--- config.mk ---
export PLATFORM = sky130hd
export DESIGN_NAME = aod_converter_flat
export DESIGN_NICKNAME = d
export VERILOG_FILES = /design/src/aod_pkg.sv /design/src/aod_link_if.sv /design/src/aod_converter.sv /design/src/flat_wrapper.sv
export SDC_FILE = /design/constraint.sdc
export NUM_CORES = 1
export LEC_CHECK = 0
export BUFFER_PORTS_ARGS = -buffer_cell sky130_fd_sc_hd__buf_4
export CAP_MARGIN = 20
export CORE_UTILIZATION = 54
export DETAILED_ROUTE_END_ITERATION = 12
export MAX_ROUTING_LAYER = met4
export PLACE_DENSITY = 0.74
export SLEW_MARGIN = 20
export SYNTH_ARGS = -nofsm -noshare
export SYNTH_HDL_FRONTEND = slang
export SYNTH_SLANG_ARGS = --single-unit
--- constraint.sdc ---
create_clock -name sys_clk -period 4.6 [get_ports sys_clk]
set_input_delay 0 -clock sys_clk [delete_from_list [all_inputs] [get_ports sys_clk]]
set_output_delay 0 -clock sys_clk [all_outputs]
set_load 0.03 [all_outputs]
--- src/aod_pkg.sv ---
// shared constants for the over-range detector link: widths, reset values,
// register map of the gain controller, flag indices and cycle counts.
// assumes both ends run on one clock, sys_clk at 40 MHz.
package aod_pkg;

    // ==========================================================
    // sample path
    localparam int SAMPLE_W      = 12;
    localparam int MAG_W         = 8;
    localparam int PSEL_W        = 3;
    localparam int STRETCH_BASE  = 3;
    localparam int STRETCH_W     = 11;
    localparam int NUM_CORES     = 6;
    localparam int CORE_W        = 3;
    localparam int CNT_W         = 16;
    localparam int NUM_FLAGS     = 4;

    // flag order on the link
    localparam int FLAG_A_HIGH   = 0;
    localparam int FLAG_A_LOW    = 1;
    localparam int FLAG_B_HIGH   = 2;
    localparam int FLAG_B_LOW    = 3;

    // ==========================================================
    // cycle counts and the temperature step
    localparam int FG_CAL_CYCLES   = 1024;
    localparam int BG_SWAP_CYCLES  = 256;
    localparam int LOW_QUIET_CYCLES = 4000;
    localparam int TEMP_DELTA      = 8;

    // ==========================================================
    // reset values
    localparam logic [MAG_W-1:0]  HIGH_THR_RST = 8'he4;
    localparam logic [MAG_W-1:0]  LOW_THR_RST  = 8'h40;
    localparam logic [PSEL_W-1:0] PSEL_RST     = 3'h0;
    localparam logic [7:0]        GAIN_RST     = 8'h80;
    localparam logic [CORE_W-1:0] SPARE_RST    = 3'h5;

    // ==========================================================
    // controller registers (byte addresses)
    localparam logic [7:0] REG_CTRL   = 8'h00;
    localparam logic [7:0] REG_THR    = 8'h04;
    localparam logic [7:0] REG_GAIN   = 8'h08;
    localparam logic [7:0] REG_STATUS = 8'h0c;
    localparam logic [7:0] REG_MASK   = 8'h10;
    localparam logic [7:0] REG_LIVE   = 8'h14;

    // control bits
    localparam int CTRL_DUAL   = 0;
    localparam int CTRL_BG     = 1;
    localparam int CTRL_FGCAL  = 2;
    localparam int CTRL_AUTO   = 3;
    localparam int CTRL_INSEL  = 4;

    // threshold register fields
    localparam int THR_HIGH_LSB = 0;
    localparam int THR_LOW_LSB  = 8;
    localparam int THR_PSEL_LSB = 16;

    // status / mask bits
    localparam int ST_HIGH  = 0;
    localparam int ST_LOW   = 1;
    localparam int ST_CAL   = 2;
    localparam int ST_W     = 3;

    // live register: flags in [3:0], calibration busy here
    localparam int LIVE_CAL = 4;

endpackage : aod_pkg

--- src/aod_link_if.sv ---
// link between the converter core and the gain-control logic.
// assumes both ends share sys_clk; no pin here is two-way.
interface aod_link_if;

    // ==========================================================
    // configuration, controller to converter
    logic                          dual_mode;
    logic                          single_input_sel;
    logic [aod_pkg::MAG_W-1:0]     high_threshold;
    logic [aod_pkg::MAG_W-1:0]     low_threshold;
    logic [aod_pkg::PSEL_W-1:0]    flag_pulse_length_sel;
    logic                          fg_cal_req;
    logic                          bg_cal_en;

    // ==========================================================
    // status and data, converter to controller
    logic                          chan_a_high_flag;
    logic                          chan_a_low_flag;
    logic                          chan_b_high_flag;
    logic                          chan_b_low_flag;
    logic                          cal_busy;
    logic                          sample_valid;
    logic [aod_pkg::SAMPLE_W-1:0]  sample_a;
    logic [aod_pkg::SAMPLE_W-1:0]  sample_b;

    modport dev (
        input  dual_mode, single_input_sel, high_threshold, low_threshold,
        input  flag_pulse_length_sel, fg_cal_req, bg_cal_en,
        output chan_a_high_flag, chan_a_low_flag, chan_b_high_flag, chan_b_low_flag,
        output cal_busy, sample_valid, sample_a, sample_b
    );

    modport host (
        output dual_mode, single_input_sel, high_threshold, low_threshold,
        output flag_pulse_length_sel, fg_cal_req, bg_cal_en,
        input  chan_a_high_flag, chan_a_low_flag, chan_b_high_flag, chan_b_low_flag,
        input  cal_busy, sample_valid, sample_a, sample_b
    );

endinterface : aod_link_if

--- src/aod_converter.sv ---
// converter digital side: sample coding, core rotation, calibration and
// the stretched over-range flags.
// assumes the pin levels arrive as unsigned digitised values, asynchronous.
//
// How it works
// - dual: rising samples; single: rising plus falling
// - codes are signed two's complement, saturated
// - six cores interleave, spare swapped for calibration
// - foreground calibration stops sampling, background does not
// - controller reruns calibration on temperature change
// - magnitude compared against high and low thresholds
// - same thresholds for both channels
// - eight-bit magnitude, most negative saturates
// - flag set when magnitude reaches threshold
// - two flags per channel, high then low
// - receiver ORs channel flags in dual and single mode
// - flag held 2^(N+3) cycles after last event
// - high flag lowers system gain
// - long-quiet low flag raises system gain
module aod_converter #(
    parameter int FG_CAL_CYCLES  = aod_pkg::FG_CAL_CYCLES,
    parameter int BG_SWAP_CYCLES = aod_pkg::BG_SWAP_CYCLES
) (
    // clock and reset
    input  wire logic                          sys_clk,
    input  wire logic                          rstn,
    // pin levels at the rising edge
    input  wire logic [aod_pkg::SAMPLE_W-1:0]  input_a_pos,
    input  wire logic [aod_pkg::SAMPLE_W-1:0]  input_a_neg,
    input  wire logic [aod_pkg::SAMPLE_W-1:0]  input_b_pos,
    input  wire logic [aod_pkg::SAMPLE_W-1:0]  input_b_neg,
    // selected input at the falling edge, single mode only
    input  wire logic [aod_pkg::SAMPLE_W-1:0]  fall_pos,
    input  wire logic [aod_pkg::SAMPLE_W-1:0]  fall_neg,
    // core usage
    output logic      [aod_pkg::CORE_W-1:0]    core_a_id,
    output logic      [aod_pkg::CORE_W-1:0]    core_b_id,
    output logic      [aod_pkg::CORE_W-1:0]    spare_core_id,
    // link
    aod_link_if.dev                            lnk
);

    localparam int SW = aod_pkg::SAMPLE_W;
    localparam int CW = aod_pkg::CORE_W;
    localparam int KW = aod_pkg::STRETCH_W;
    localparam int NW = aod_pkg::CNT_W;

    typedef struct packed {
        logic [5:0][SW-1:0]                      sync1;
        logic [5:0][SW-1:0]                      sync2;
        logic                                    sample_valid;
        logic [SW-1:0]                           sample_a;
        logic [SW-1:0]                           sample_b;
        logic [aod_pkg::NUM_FLAGS-1:0]           flags;
        logic [aod_pkg::NUM_FLAGS-1:0][KW-1:0]   stretch;
        logic [CW-1:0]                           ptr;
        logic [CW-1:0]                           core_a;
        logic [CW-1:0]                           core_b;
        logic [CW-1:0]                           spare;
        logic [NW-1:0]                           swap_cnt;
        logic                                    cal_busy;
        logic [NW-1:0]                           cal_cnt;
    } aod_conv_state_t;

    aod_conv_state_t st;
    aod_conv_state_t next_st;

    // ==========================================================
    // helpers
    function automatic logic [SW-1:0] to_code(input logic [SW-1:0] pos,
                                              input logic [SW-1:0] neg);
        logic signed [SW:0] diff;
        diff = $signed({1'b0, pos}) - $signed({1'b0, neg});
        if (diff > $signed((SW+1)'(2047)))
            to_code = 12'h7ff;
        else if (diff < -$signed((SW+1)'(2048)))
            to_code = 12'h800;
        else
            to_code = diff[SW-1:0];
    endfunction : to_code

    function automatic logic [aod_pkg::MAG_W-1:0] magnitude(input logic [SW-1:0] code);
        logic [aod_pkg::MAG_W-1:0] top;
        top = code[SW-1 -: aod_pkg::MAG_W];
        if (top == 8'h80)
            magnitude = 8'h7f;
        else if (top[aod_pkg::MAG_W-1])
            magnitude = 8'(~top + 8'h01);
        else
            magnitude = top;
    endfunction : magnitude

    function automatic logic [CW-1:0] next_core(input logic [CW-1:0] c,
                                                input logic [CW-1:0] spare);
        logic [CW-1:0] n;
        n = (c == CW'(aod_pkg::NUM_CORES - 1)) ? '0 : CW'(c + 3'h1);
        if (n == spare)
            n = (n == CW'(aod_pkg::NUM_CORES - 1)) ? '0 : CW'(n + 3'h1);
        next_core = n;
    endfunction : next_core

    // ==========================================================
    // next state
    always_comb
    begin
        logic [KW-1:0]             len;
        logic [SW-1:0]             smp;
        logic [aod_pkg::MAG_W-1:0] thr;
        len = '0;
        smp = '0;
        thr = '0;
        next_st = st;

        // pin levels are asynchronous: two flops before use
        next_st.sync1 = {fall_neg, fall_pos, input_b_neg, input_b_pos, input_a_neg, input_a_pos};
        next_st.sync2 = st.sync1;

        // foreground calibration holds the converter offline
        if (st.cal_busy)
        begin
            if (st.cal_cnt == '0)
                next_st.cal_busy = 1'b0;
            else
                next_st.cal_cnt = NW'(st.cal_cnt - 16'h0001);
        end
        else if (lnk.fg_cal_req)
        begin
            next_st.cal_busy = 1'b1;
            next_st.cal_cnt  = NW'(FG_CAL_CYCLES - 1);
        end

        // background calibration keeps sampling; only the spare moves
        if (lnk.bg_cal_en && !st.cal_busy)
        begin
            if (st.swap_cnt == NW'(BG_SWAP_CYCLES - 1))
            begin
                next_st.swap_cnt = '0;
                next_st.spare = (st.spare == CW'(aod_pkg::NUM_CORES - 1)) ? '0
                              : CW'(st.spare + 3'h1);
            end
            else
            begin
                next_st.swap_cnt = NW'(st.swap_cnt + 16'h0001);
            end
        end
        else
        begin
            next_st.swap_cnt = '0;
        end

        if (next_st.cal_busy)
        begin
            next_st.sample_valid = 1'b0;
        end
        else
        begin
            next_st.sample_valid = 1'b1;
            if (lnk.dual_mode)
            begin
                next_st.sample_a = to_code(st.sync2[0], st.sync2[1]);
                next_st.sample_b = to_code(st.sync2[2], st.sync2[3]);
            end
            else
            begin
                // rising-edge half from the chosen input, falling half from the fall pins
                next_st.sample_a = lnk.single_input_sel ? to_code(st.sync2[2], st.sync2[3])
                                                        : to_code(st.sync2[0], st.sync2[1]);
                next_st.sample_b = to_code(st.sync2[4], st.sync2[5]);
            end
            // each sample goes to the next free core, the spare is skipped
            next_st.core_a = next_core(st.ptr, next_st.spare);
            next_st.core_b = next_core(next_st.core_a, next_st.spare);
            next_st.ptr    = next_st.core_b;
        end

        // over-range detection and pulse stretch
        len = KW'(11'h001 << (4'(lnk.flag_pulse_length_sel) + 4'(aod_pkg::STRETCH_BASE)));
        for (int i = 0; i < aod_pkg::NUM_FLAGS; i++)
        begin
            smp = (i < aod_pkg::FLAG_B_HIGH) ? st.sample_a : st.sample_b;
            thr = (i[0] == 1'b0) ? lnk.high_threshold : lnk.low_threshold;
            if (st.sample_valid && (magnitude(smp) >= thr))
                next_st.stretch[i] = len;
            else if (st.stretch[i] != '0)
                next_st.stretch[i] = KW'(st.stretch[i] - 11'h001);
            next_st.flags[i] = (next_st.stretch[i] != '0);
        end
    end

    // ==========================================================
    // state register
    always_ff @(posedge sys_clk or negedge rstn)
    begin
        if (!rstn)
        begin
            st       <= '0;
            st.spare <= aod_pkg::SPARE_RST;
            st.ptr   <= aod_pkg::SPARE_RST;
        end
        else
        begin
            st <= next_st;
        end
    end

    // ==========================================================
    // outputs straight from the state
    assign lnk.chan_a_high_flag = st.flags[aod_pkg::FLAG_A_HIGH];
    assign lnk.chan_a_low_flag  = st.flags[aod_pkg::FLAG_A_LOW];
    assign lnk.chan_b_high_flag = st.flags[aod_pkg::FLAG_B_HIGH];
    assign lnk.chan_b_low_flag  = st.flags[aod_pkg::FLAG_B_LOW];
    assign lnk.cal_busy         = st.cal_busy;
    assign lnk.sample_valid     = st.sample_valid;
    assign lnk.sample_a         = st.sample_a;
    assign lnk.sample_b         = st.sample_b;
    assign core_a_id            = st.core_a;
    assign core_b_id            = st.core_b;
    assign spare_core_id        = st.spare;

endmodule : aod_converter

--- src/flat_wrapper.sv ---
// flat-port wrapper written by rule: the top's interface ports become plain ports
module aod_converter_flat 
#(
    parameter int FG_CAL_CYCLES  = aod_pkg::FG_CAL_CYCLES,
    parameter int BG_SWAP_CYCLES = aod_pkg::BG_SWAP_CYCLES
)
  (sys_clk, rstn, input_a_pos, input_a_neg, input_b_pos, input_b_neg, fall_pos, fall_neg, core_a_id, core_b_id, spare_core_id, lnk_dual_mode, lnk_single_input_sel, lnk_high_threshold, lnk_low_threshold, lnk_flag_pulse_length_sel, lnk_fg_cal_req, lnk_bg_cal_en, lnk_chan_a_high_flag, lnk_chan_a_low_flag, lnk_chan_b_high_flag, lnk_chan_b_low_flag, lnk_cal_busy, lnk_sample_valid, lnk_sample_a, lnk_sample_b);
  aod_link_if lnk_i ();
  input  wire logic sys_clk;
  input  wire logic rstn;
  input  wire logic [aod_pkg::SAMPLE_W-1:0] input_a_pos;
  input  wire logic [aod_pkg::SAMPLE_W-1:0] input_a_neg;
  input  wire logic [aod_pkg::SAMPLE_W-1:0] input_b_pos;
  input  wire logic [aod_pkg::SAMPLE_W-1:0] input_b_neg;
  input  wire logic [aod_pkg::SAMPLE_W-1:0] fall_pos;
  input  wire logic [aod_pkg::SAMPLE_W-1:0] fall_neg;
  output logic      [aod_pkg::CORE_W-1:0] core_a_id;
  output logic      [aod_pkg::CORE_W-1:0] core_b_id;
  output logic      [aod_pkg::CORE_W-1:0] spare_core_id;
  input wire logic [$bits(lnk_i.dual_mode)-1:0] lnk_dual_mode;
  input wire logic [$bits(lnk_i.single_input_sel)-1:0] lnk_single_input_sel;
  input wire logic [$bits(lnk_i.high_threshold)-1:0] lnk_high_threshold;
  input wire logic [$bits(lnk_i.low_threshold)-1:0] lnk_low_threshold;
  input wire logic [$bits(lnk_i.flag_pulse_length_sel)-1:0] lnk_flag_pulse_length_sel;
  input wire logic [$bits(lnk_i.fg_cal_req)-1:0] lnk_fg_cal_req;
  input wire logic [$bits(lnk_i.bg_cal_en)-1:0] lnk_bg_cal_en;
  output wire logic [$bits(lnk_i.chan_a_high_flag)-1:0] lnk_chan_a_high_flag;
  output wire logic [$bits(lnk_i.chan_a_low_flag)-1:0] lnk_chan_a_low_flag;
  output wire logic [$bits(lnk_i.chan_b_high_flag)-1:0] lnk_chan_b_high_flag;
  output wire logic [$bits(lnk_i.chan_b_low_flag)-1:0] lnk_chan_b_low_flag;
  output wire logic [$bits(lnk_i.cal_busy)-1:0] lnk_cal_busy;
  output wire logic [$bits(lnk_i.sample_valid)-1:0] lnk_sample_valid;
  output wire logic [$bits(lnk_i.sample_a)-1:0] lnk_sample_a;
  output wire logic [$bits(lnk_i.sample_b)-1:0] lnk_sample_b;
  assign lnk_i.dual_mode = lnk_dual_mode;
  assign lnk_i.single_input_sel = lnk_single_input_sel;
  assign lnk_i.high_threshold = lnk_high_threshold;
  assign lnk_i.low_threshold = lnk_low_threshold;
  assign lnk_i.flag_pulse_length_sel = lnk_flag_pulse_length_sel;
  assign lnk_i.fg_cal_req = lnk_fg_cal_req;
  assign lnk_i.bg_cal_en = lnk_bg_cal_en;
  assign lnk_chan_a_high_flag = lnk_i.chan_a_high_flag;
  assign lnk_chan_a_low_flag = lnk_i.chan_a_low_flag;
  assign lnk_chan_b_high_flag = lnk_i.chan_b_high_flag;
  assign lnk_chan_b_low_flag = lnk_i.chan_b_low_flag;
  assign lnk_cal_busy = lnk_i.cal_busy;
  assign lnk_sample_valid = lnk_i.sample_valid;
  assign lnk_sample_a = lnk_i.sample_a;
  assign lnk_sample_b = lnk_i.sample_b;
  aod_converter #(.FG_CAL_CYCLES(FG_CAL_CYCLES), .BG_SWAP_CYCLES(BG_SWAP_CYCLES)) u_core (.sys_clk(sys_clk), .rstn(rstn), .input_a_pos(input_a_pos), .input_a_neg(input_a_neg), .input_b_pos(input_b_pos), .input_b_neg(input_b_neg), .fall_pos(fall_pos), .fall_neg(fall_neg), .core_a_id(core_a_id), .core_b_id(core_b_id), .spare_core_id(spare_core_id), .lnk(lnk_i));
endmodule
# Word level (Yosys, flattened, before mapping)

Index checks and enable logic that the tools add are counted.

Register bits after elaboration: 262
Latch bits: 0
Bits in writable memories: 0
Bits in read-only memories: 0
Input port bits: 97
Output and inout port bits: 39
Logic and storage cells: 122
Memories: 0

$add $sub $neg: 17
Multipliers: 0
Divide/modulo/power cells: 0
Order comparisons: 10
Equality and inequality tests: 11
Shift-type cells: 1
Mux-type cells: 37
Bitwise operators: 2
Reductions and logical operators: 17

Operators by type and width:

| kind                    | count |
|---|---|
| $mux W11                | 8 |
| $reduce_bool A11 Y1     | 8 |
| $mux W12                | 7 |
| $mux W16                | 3 |
| $sub A11 B1 Y11 const B | 4 |
| $gt A13 B12 Y1 const B  | 3 |
| $lt A13 B12 Y1 const B  | 3 |
| $sub A12 B12 Y13        | 3 |
| $mux W17                | 2 |
| $ge A8 B8 Y1            | 4 |
| $mux W8                 | 4 |
| $mux W3                 | 10 |
| $mux W24                | 1 |
| $add A16 B1 Y16 const B | 1 |
| $add A8 B1 Y8 const B   | 2 |
| $eq A16 B8 Y1 const B   | 1 |
| $eq A8 B8 Y1 const B    | 2 |
| $logic_not A16 Y1       | 1 |
| $not A8 Y8              | 2 |
| $sub A16 B1 Y16 const B | 1 |
| $add A3 B1 Y3 const B   | 5 |
| $eq A3 B3 Y1 const B    | 5 |
| $shl A1 B4 Y11 const A  | 1 |
| $eq A3 B3 Y1            | 2 |
| other kinds (7)         | 12 |

# Depth between registers and ports, before layout

Gate-level depths: netlist (run 1).

Depth in word-level cells: 12
Gate-level depth with buffers: 15
Mapped depth without buffers: 14

# Least setup slack after synthesis (run 1)

Ideal clock, no wire load.

Path kind: reg-to-reg
Start point: reg u_core.st, in the netlist u_core.lnk.sample_b[7]
End point: reg u_core.st[71] (netlist name)
Setup time: 80 ps
Arrival time: 3595 ps
Data required time: 4520 ps
Path slack: 925 ps
Stages on the path, launching flop included: 16
Buffers on the path: 1
Period minus slack after synthesis: 3675 ps
Path through: dfrtp_1 > or3_1 > nor2_1 > nand4b_1 > and2_1 > ha_1 > nand2b_1 > a21o_1 > a21o_1 > a21o_1 > a21o_1 > a21o_1 > a211o_1 > o211ai_1 > clkbuf_1 > mux2i_1

RTL lines:

| element                | line                 | source |
|---|---|---|
| start, declared        | aod_converter.sv:65  | `aod_conv_state_t st;` |
| start signal, assigned | aod_converter.sv:202 | `st <= next_st;` |

==> results of run 1 <==
==> per-layer routing <==
metal	wire length [um]	track usage	part of all wire
met4	806	0.07635	0.028
met1	12900	0.3127	0.45
met5	0	-	0
met2	13740	0.3850	0.48
met3	1463	0.04415	0.051
==> report_power, final <==
part	internal [mW]	switching, mW
Combinational	1.29	1.61
Clock	1.49	0.942
Sequential	2.73	0.465
Total	5.51	3.01
==> layout by cell type (no fill, tap or decap), types with 41 or more instances in the layout <==
cell and instances:
inv_1 83, buf_4 141, ha_1 80, xor2_1 41
a21oi_1 51, o21ai_0 48, dfrtp_1 257, nor2_1 105
nand2_1 110, dlygate4sd3_1 82
==> repair_timing <==
action                                 4_1_cts  5_1_grt
endpoints found under the hold margin      226        0
resized for setup                            0        0
hold buffers                                82        0
==> synthesized netlist by cell type, drive strengths merged (26+ instances only) <==
master  number  area, um2
nand3       26      130.1
a21o        31      232.7
nor2       107      406.6
inv         83      311.6
nand2      111      419.2
o21ai       55      275.3
buf         42      289.0
mux2i       36      360.4
xor2        41      359.1
a21oi       51      255.2
nor3        40      216.5
dfrtp      257       6431
ha          80       1001
xnor2       36      315.3
==> sequential cells by signal (all words and copies together) (netlist names) <==
register	flops
u_core.lnk.chan_b_low_flag	1
u_core.lnk.chan_a_low_flag	1
u_core.lnk.cal_busy	1
u_core.spare_core_id	3
u_core.core_b_id	3
u_core.lnk.sample_a	12
u_core.lnk.chan_b_high_flag	1
u_core.core_a_id	3
u_core.next_st	72
u_core.lnk.chan_a_high_flag	1
u_core.lnk.sample_b	12
u_core.st	150
u_core.lnk.sample_valid	1
==> path summary, 6_finish.rpt <==
check,startpoint,to,slack (ns),depth (start not counted)
setup / recovery,u_core.lnk.sample_b[7]$_DFFE_PN0N_,u_core.st[84]$_DFF_PN0_,0.83,15
hold / removal,rstn,u_core.st[72]$_DFF_PN0_,0.1,2
setup reg to reg,u_core.lnk.sample_b[7]$_DFFE_PN0N_,u_core.st[84]$_DFF_PN0_,0.83,15
hold reg to reg,u_core.next_st[145]$_DFF_PN0_,u_core.st[145]$_DFF_PN0_,0.35,0
max in group asynchronous,rstn,u_core.st[42]$_DFFE_PN1N_,3.39,3
min in group sys_clk,input_b_neg[3],u_core.next_st[157]$_DFF_PN0_,0.10,2
==> critical path, delay by kind of cell, from the launching register on <==
family	cells	cell delay, ns
simple gates	5	1.24
buf+inv	1	0.26
fa+ha+maj	1	0.28
flops	1	0.43
compound gates	7	1.24
mux	1	0.23
==> logic make-up (layout without fill, tap and decap cells) <==
group,Yosys count,in the layout
AOI/OAI and AO/OA,255,255
xor gates and xnor gates,77,77
adders and majority gates,85,85
buffers and inverters,141,361
DFF,261,261
muxes,38,38
and+or+nand+nor,435,435
==> stage by stage <==
step	power, mW	setup slack, ns	util
2_1_floorplan	5.339	0.9248	-
3_3_place_gp	5.947	1.021	0.5950
3_5_place_dp	6.049	0.8450	0.5953
4_1_cts	8.571	0.8134	0.6711
5_1_grt	9.085	0.5845	0.6711
6_report	8.521	0.8299	0.6711
==> cell type report <==
class | count | area (um2)
Tap cell | 324 | 405.4
Clock inverter | 19 | 242.7
Inverter | 83 | 311.5
Timing Repair Buffer | 225 | 1914
Clock buffer | 34 | 774.5
Fill cell | 1839 | 7975
Sequential cell | 261 | 6536
Multi-Input combinational cell | 890 | 6088
==> metrics, run 1 <==
CTS tree=done; Die ar.=25220 um2; Worst Path Required=5.05 ns; Slew Viols, Final=0; Leak=7.733 nW; Max Root-Sink Buffers=3; Initial Utilization=0.5476; CTS sink count=261; post-synthesis simple-gate area fraction=0.1683; initial antenna violation count=0; max cap viols=0; Period minus WS final=3.770 ns; Crit path largest cell delay=0.43 ns; Cell Rows=57; Area after DPL=14440 um2; mux contribution to synthesized area=0.02883; crit path capture type=flip-flop; Initial DRT Pass Iterations=7; port bufs=135; total gr overflow=0; PwrDens=523.6 nW/um2; dpl cells=1701; DP Wirelength=19970 um; Clock transition at path regs=0.07 ns; Worst path slowest cell=dfrtp_1; final setup violation count=0; GRT Util Overall=0.2413; Rel. slew slack=0.3278; post-synth cell types=79; post-route ant nets=0; layout net count=1670; Yosys warning total=0; status=complete, no violations; sequential-to-total area share from yosys stat=0.4922; Hold Crit Class=input port to asynchronous set/reset pin; pin count of the biggest net entering global routing=114; # DRC=0; largest family of logic cells by synthesized area=simple AND/OR/NAND/NOR gates; cts bufs inserted=29; vias per inst=5.365; Crit path top cell by count=a21o_1; f_max=265.2 MHz; XOR/XNOR Fraction of Synth Area=0.05079; Inserted Diodes=0; crit-path cells=or3_1, nor2_1, nand4b_1, and2_1, ha_1, nand2b_1, a21o_1, a21o_1, a21o_1, a21o_1, a21o_1, a211o_1, o211ai_1, buf_4, mux2i_1; P&R area growth vs syn=22.55%; final weighted congestion in routability-driven placement=0.8782; DR vias=9851; Avg Cell Area, Syn=10.28 um2; Min Hold Slack=0.09920 ns; top-level port count=136; final hold violations=0; synthesized instance count=1292; Worst EP arrival=4.22 ns; top_reg_cell synth=dfrtp_1; share of cells above drive strength 1=0.1515; design area=16270 um2; Post-Syn Nets=1472; Mapped Area=13280 um2; number of synthesized flops with an enable pin=0; post-synthesis register bit count=261; vias in the first global route=9843; Synth Area in Compound Gates=0.1287; first-iteration detailed-routing DRC count=572; Worst Clk Skew=0.01315 ns; Least-Margin Pin Slew=1.006 ns; first-pass GRT wire length=48210 um; Total Wirelength=28910 um; Core Region=24250 um2; routed len/inst=15.74 um; H-tree depth=1; adder-cell share of the synthesized area=0.08141; Die Width=158.8 um; RSZ-0062 raised after global routing=no; postcts setup bufs=0; fin cells=1836; Root Driver=clkbuf_16; total negative slack=0 ns; CP Max Fanout=12; Async SR Flop Fraction=1.000; die height=158.8 um; period utilisation layout=0.8196; Critical Path Start Type=flip-flop; maximum vdd drop=0.4718 mV; Skew-Pair Late Insertion Delay=0.54 ns; crit path kind=flip-flop to flip-flop
No activity file was read; power rests on OpenSTA's default activity.
==> inputs of run 2 (changes only) <==
Settings changed: ABC_AREA set to 1.
Clock period 4.6 ns to 3.5 ns, I/O delays scaled along.
==> run 2 against run 1 <==
Wire length is 2.9% higher; critical path depth is 3 higher; global-route usage is 1.1 points higher; design area is 0.32% higher; largest power group is now clock; die area is 0.35% lower; sequential share of layout area is 0.13 points lower; area after synthesis is 0.36% lower; clock power is 32% higher.
==> metrics, run 2 <==
maximum vdd drop=0.3900 mV; Leak=8.202 nW; top_reg_cell synth=dfrtp_1; most common cell after layout, fill and taps aside=nand2_1; Hold Crit Class=input port to asynchronous set/reset pin; CP Max Fanout=6; post-synthesis register bit count=261; Mapped Area=13230 um2; CTS tree=done; Post-Syn Nets=1681; utilization after layout=0.6873; Initial DRT Pass Iterations=5; Max Root-Sink Buffers=3; CTS sink count=261; Combinational Power Share=0.099; Clock transition at path regs=0.06 ns; Rel. slew slack=0.5031; area occupied by multi-input gates=5564 um2; final setup violation count=0; routed len/inst=14.52 um; crit path capture type=flip-flop; Min Hold Slack=0.06372 ns; Inserted Diodes=0; Area after DPL=14400 um2; Initial Utilization=0.5570; first-iteration detailed-routing DRC count=736; design internal power=5.332 mW; number of synthesized flops with an enable pin=0; synthesized instance count=1501; Slew Viols, Final=0; port bufs=135; dpl cells=1910; share of cells above drive strength 1=0.1474; period utilisation layout=0.9590; sequential-to-total area share from yosys stat=0.4940; status=complete, no violations; switching power=1.694 mW; Worst Clk Skew=0.01184 ns; GRT Util Overall=0.2526; cts bufs inserted=27; Skew-Pair Late Insertion Delay=0.56 ns; design area=16330 um2; initial antenna violation count=0; total gr overflow=0; post-route ant nets=0; Period minus WS final=3.357 ns; pin count of the biggest net entering global routing=98; synth top area cells=dfrtp_1 49%, nand2_1 8.2%, ha_1 7.6%, inv_1 6.2%, nand3_1 4.0%; most common cell in the netlist=nand2_1; P&R area growth vs syn=23.39%; Async SR Flop Fraction=1.000; top post-synthesis cells by count=290 x nand2_1, 257 x dfrtp_1, 217 x inv_1; Core Region=23750 um2; Place WS=-0.03289 ns; DP Wirelength=19650 um; f_max=297.9 MHz; commonest cells after routing, fill and taps aside=288 x nand2_1, 257 x dfrtp_1, 216 x inv_1; Largest Register=u_core.st; Total Wirelength=29740 um; switching power share of the total=0.2410; final hold violations=0; vias per inst=5.099; crit path kind=flip-flop to flip-flop; vias in the first global route=10230; final weighted congestion in routability-driven placement=0.9086; fill cell count=1784; Root Driver=clkbuf_16; Reg area=6536 um2; sequential share of power=0.445; total power=7.026 mW; Yosys warning total=0; area leader, netlist=dfrtp_1; Worst EP arrival=3.78 ns; top-level port count=136; clock network fraction of total power=0.456; # DRC=0; Least-Margin Pin Slew=0.7453 ns; Worst Path Required=3.92 ns; total negative slack=0 ns; die height=158.5 um; Die ar.=25130 um2; max reg flops=150; post-synth cell types=50; fin cells=2049; first-pass GRT wire length=48490 um; H-tree depth=1; DR vias=10450; PwrDens=430.3 nW/um2; worst setup margin=0.1434 ns; max cap viols=0; Yosys top cell area share=0.4861; Avg Cell Area, Syn=8.815 um2; Cell Rows=56; layout net count=1889; Die Width=158.5 um; Critical Path Start Type=flip-flop
==> run 2: power groups by stage <==
stage | clock (mW) | combinational, mW | sequential (mW)
floorplan | 0 | 0.366 | 3.17
global placement | 0 | 0.594 | 3.18
detailed placement | 0 | 0.603 | 3.18
CTS | 3.25 | 0.683 | 3.13
global route | 3.40 | 0.780 | 3.13
finish | 3.20 | 0.694 | 3.13
==> run 2: worst max-delay path, stage by stage (launching register included) <==
cell and delay, ns:
dfrtp_1 0.41, inv_1 0.11, ha_2 0.21, nand2_1 0.10, nor3_2 0.16, inv_1 0.07, nor2_2 0.12, inv_1 0.09
o211ai_1 0.13, ha_1 0.29, a21oi_1 0.13, o21ai_0 0.11, nand4_1 0.11, o2111ai_2 0.18, nand2_2 0.19, inv_1 0.09
o21ai_0 0.24, nand4_1 0.13, or3_1 0.33
==> run 2: worst paths after layout <==
| kind | start | endpoint | slack, ns | cells after the start |
|---|---|---|---|---|
| worst min-delay path | rstn | u_core.st[14]$_DFFE_PN0P_ | 0.06 | 2 |
| min in group sys_clk | input_b_neg[3] | u_core.next_st[157]$_DFF_PN0_ | 0.09 | 2 |
| max in group asynchronous | rstn | u_core.next_st[179]$_DFF_PN0_ | 2.51 | 3 |
| worst min register to register | u_core.next_st[177]$_DFF_PN0_ | u_core.st[177]$_DFF_PN0_ | 0.34 | 0 |
| worst max register to register | u_core.lnk.sample_b[5]$_DFFE_PN0N_ | u_core.lnk.chan_b_high_flag$_DFF_PN0_ | 0.14 | 18 |
| worst max-delay path | u_core.lnk.sample_b[5]$_DFFE_PN0N_ | u_core.lnk.chan_b_high_flag$_DFF_PN0_ | 0.14 | 18 |
==> run 2: cell type report <==
type / instances / share of cell area
clock buffers: 30 / 0.04330
repair buffers: 232 / 0.1212
multi-input cells: 965 / 0.3408
well taps: 319 / 0.02445
inverters: 221 / 0.05104
flip-flops and latches: 261 / 0.4004
repair inverters: 1 / 0.0003066
clock inverters: 20 / 0.01847
==> run 2: layer usage <==
metal  routed length (um)  vias to the layer above  track usage  part of all wire
met1                12670                     4850       0.3068              0.43
met4                  961                        0      0.09386             0.032
met2                14190                      274       0.4158              0.48
met3                 1919                       61      0.05280             0.065
li1                     -                     5263            -                 -
met5                    0                        -            -                 0
==> run 2: timing repair <==
item,CTS,global route
hold endpoints to repair,210,0
pin swaps,0,3
hold buffers,82,0
gates resized for setup,1,11
cloned,0,2
setup endpoints to repair,1,4
buffers inserted,0,5
==> run 2: logic make-up after synthesis <==
family,after synthesis,synth area share
xor gates and xnor gates,57,0.03773
AOI/OAI and AO/OA,210,0.08785
DFF,261,0.4940
buffers and inverters,276,0.08917
muxes,2,0.001513
adders and majority gates,83,0.08019
and+or+nand+nor,612,0.2096
==> inputs of run 3 (changes only) <==
Settings changed: CORE_MARGIN set to 4, CORE_UTILIZATION 54 to 35, PLACE_DENSITY 0.74 to not set.
==> run 3 against run 2 <==
Sequential share of layout area is 0.66 points lower; first-iteration DRC count down 32%; sequential cell count stayed put; clock power decreased by 3%; highest routed layer unchanged.
==> metrics, run 3 (synthesized netlist as in run 2, its figures left out) <==
period utilisation layout=0.9281; Period minus WS final=3.248 ns; Cell Rows=70; Worst EP arrival=3.70 ns; Area after DPL=14640 um2; Place WS=-0.06425 ns; initial antenna violation count=0; Hold Crit Class=input port to flip-flop; Clock transition at path regs=0.07 ns; max cap viols=0; PwrDens=416.9 nW/um2; Initial DRT Pass Iterations=5; routed len/inst=13.80 um; total gr overflow=0; P&R area growth vs syn=25.48%; die height=202.4 um; final setup violation count=0; Slew Viols, Final=0; GRT Util Overall=0.1532; pin count of the biggest net entering global routing=115; H-tree depth=1; RSZ-0062 raised after global routing=yes; design area=16600 um2; CTS tree=done; worst setup margin=0.2515 ns; crit path capture type=flip-flop; CTS sink count=261; status=complete, no violations; port bufs=135; first-iteration detailed-routing DRC count=503; fill cell count=3587; share of cells above drive strength 1=0.1503; f_max=307.8 MHz; Reg area=6538 um2; post-route ant nets=0; Critical Path Start Type=flip-flop; Skew-Pair Late Insertion Delay=0.57 ns; area occupied by multi-input gates=5613 um2; Die ar.=40980 um2; Least-Margin Pin Slew=0.8661 ns; layout net count=1894; Max Root-Sink Buffers=3; DP Wirelength=22460 um; max reg flops=150; Die Width=202.4 um; DR vias=10420; total negative slack=0 ns; top-level port count=136; Largest Register=u_core.st; Worst Clk Skew=0.01180 ns; cts bufs inserted=29; CP Max Fanout=7; # DRC=0; vias per inst=4.651; Inserted Diodes=0; Leak=8.248 nW; final weighted congestion in routability-driven placement=0.8818; Root Driver=clkbuf_16; most common cell after layout, fill and taps aside=nand2_1; Rel. slew slack=0.4226; Total Wirelength=30930 um; Core Region=36960 um2; crit path kind=flip-flop to flip-flop; first-pass GRT wire length=50940 um; commonest cells after routing, fill and taps aside=287 x nand2_1, 256 x dfrtp_1, 216 x inv_1; final hold violations=0; Initial Utilization=0.3580; maximum vdd drop=0.3985 mV; Worst Path Required=3.95 ns; vias in the first global route=10410
-- run 3: path summary, 6_finish.rpt --
| check | start | endpoint | slack (ns) | cells after the start |
|---|---|---|---|---|
| max | u_core.lnk.sample_b[5]$_DFFE_PN0N_ | u_core.lnk.chan_b_high_flag$_DFF_PN0_ | 0.25 | 18 |
| min | input_b_pos[5] | u_core.next_st[147]$_DFF_PN0_ | 0.08 | 2 |
| max reg2reg | u_core.lnk.sample_b[5]$_DFFE_PN0N_ | u_core.lnk.chan_b_high_flag$_DFF_PN0_ | 0.25 | 18 |
| min reg2reg | u_core.next_st[177]$_DFF_PN0_ | u_core.st[177]$_DFF_PN0_ | 0.34 | 0 |
| max in group asynchronous | rstn | u_core.st[124]$_DFF_PN0_ | 2.42 | 3 |
| min in group asynchronous | rstn | u_core.next_st[143]$_DFF_PN0_ | 0.11 | 2 |
-- run 3: per-stage QoR --
step / cells / hold slack (ns) / power (mW) / utilization
CTS: 2232 / 0.03776 / 7.029 / 0.4454
finish: 2241 / 0.07749 / 6.921 / 0.4492
floorplan: 1501 / -0.2956 / 3.540 / -
global placement: 2096 / 0.1091 / 3.790 / 0.3962
global route: 2241 / 0.05535 / 7.254 / 0.4492
detailed placement: 2096 / 0.1103 / 3.801 / 0.3962
-- run 3: repair_timing --
action,4_1_cts,5_1_grt
buffers inserted,0,6
pin swaps,0,7
endpoints found under the setup margin,2,4
cloned,0,3
resized for setup,2,24
endpoints found under the hold margin,225,0
hold buffers,82,0
-- run 3: layout make-up --
type / instances / share of cell area
clock buffers: 37 / 0.04793
clock inverters: 17 / 0.01191
inverters: 221 / 0.05019
multi-input cells: 967 / 0.3381
flip-flops and latches: 261 / 0.3938
well taps: 504 / 0.03798
repair buffers: 234 / 0.1201
-- run 3: power breakdown --
part | internal (mW) | switching, mW
Clock | 1.79 | 1.30
Sequential | 3.10 | 0.0258
Combinational | 0.306 | 0.392
-- run 3: routing by layer --
layer,routed length (um),global-route usage,vias up
met4,786,0.04074,0
met5,0,-,-
li1,-,-,5282
met1,13810,0.1962,4863
met3,1577,0.02952,53
met2,14760,0.2513,225
-- run 3: critical path, stage by stage, from the launching register on --
cell,delay (ns)
dfrtp_1,0.41
inv_1,0.11
ha_1,0.19
nand2_1,0.12
nor3_2,0.20
inv_1,0.07
nor2_2,0.12
inv_1,0.09
o211ai_1,0.14
ha_1,0.29
a21oi_1,0.16
o21ai_1,0.09
nand4_1,0.11
o2111ai_4,0.16
nand2_4,0.15
inv_1,0.09
o21ai_0,0.20
nand4_1,0.11
or3_1,0.31
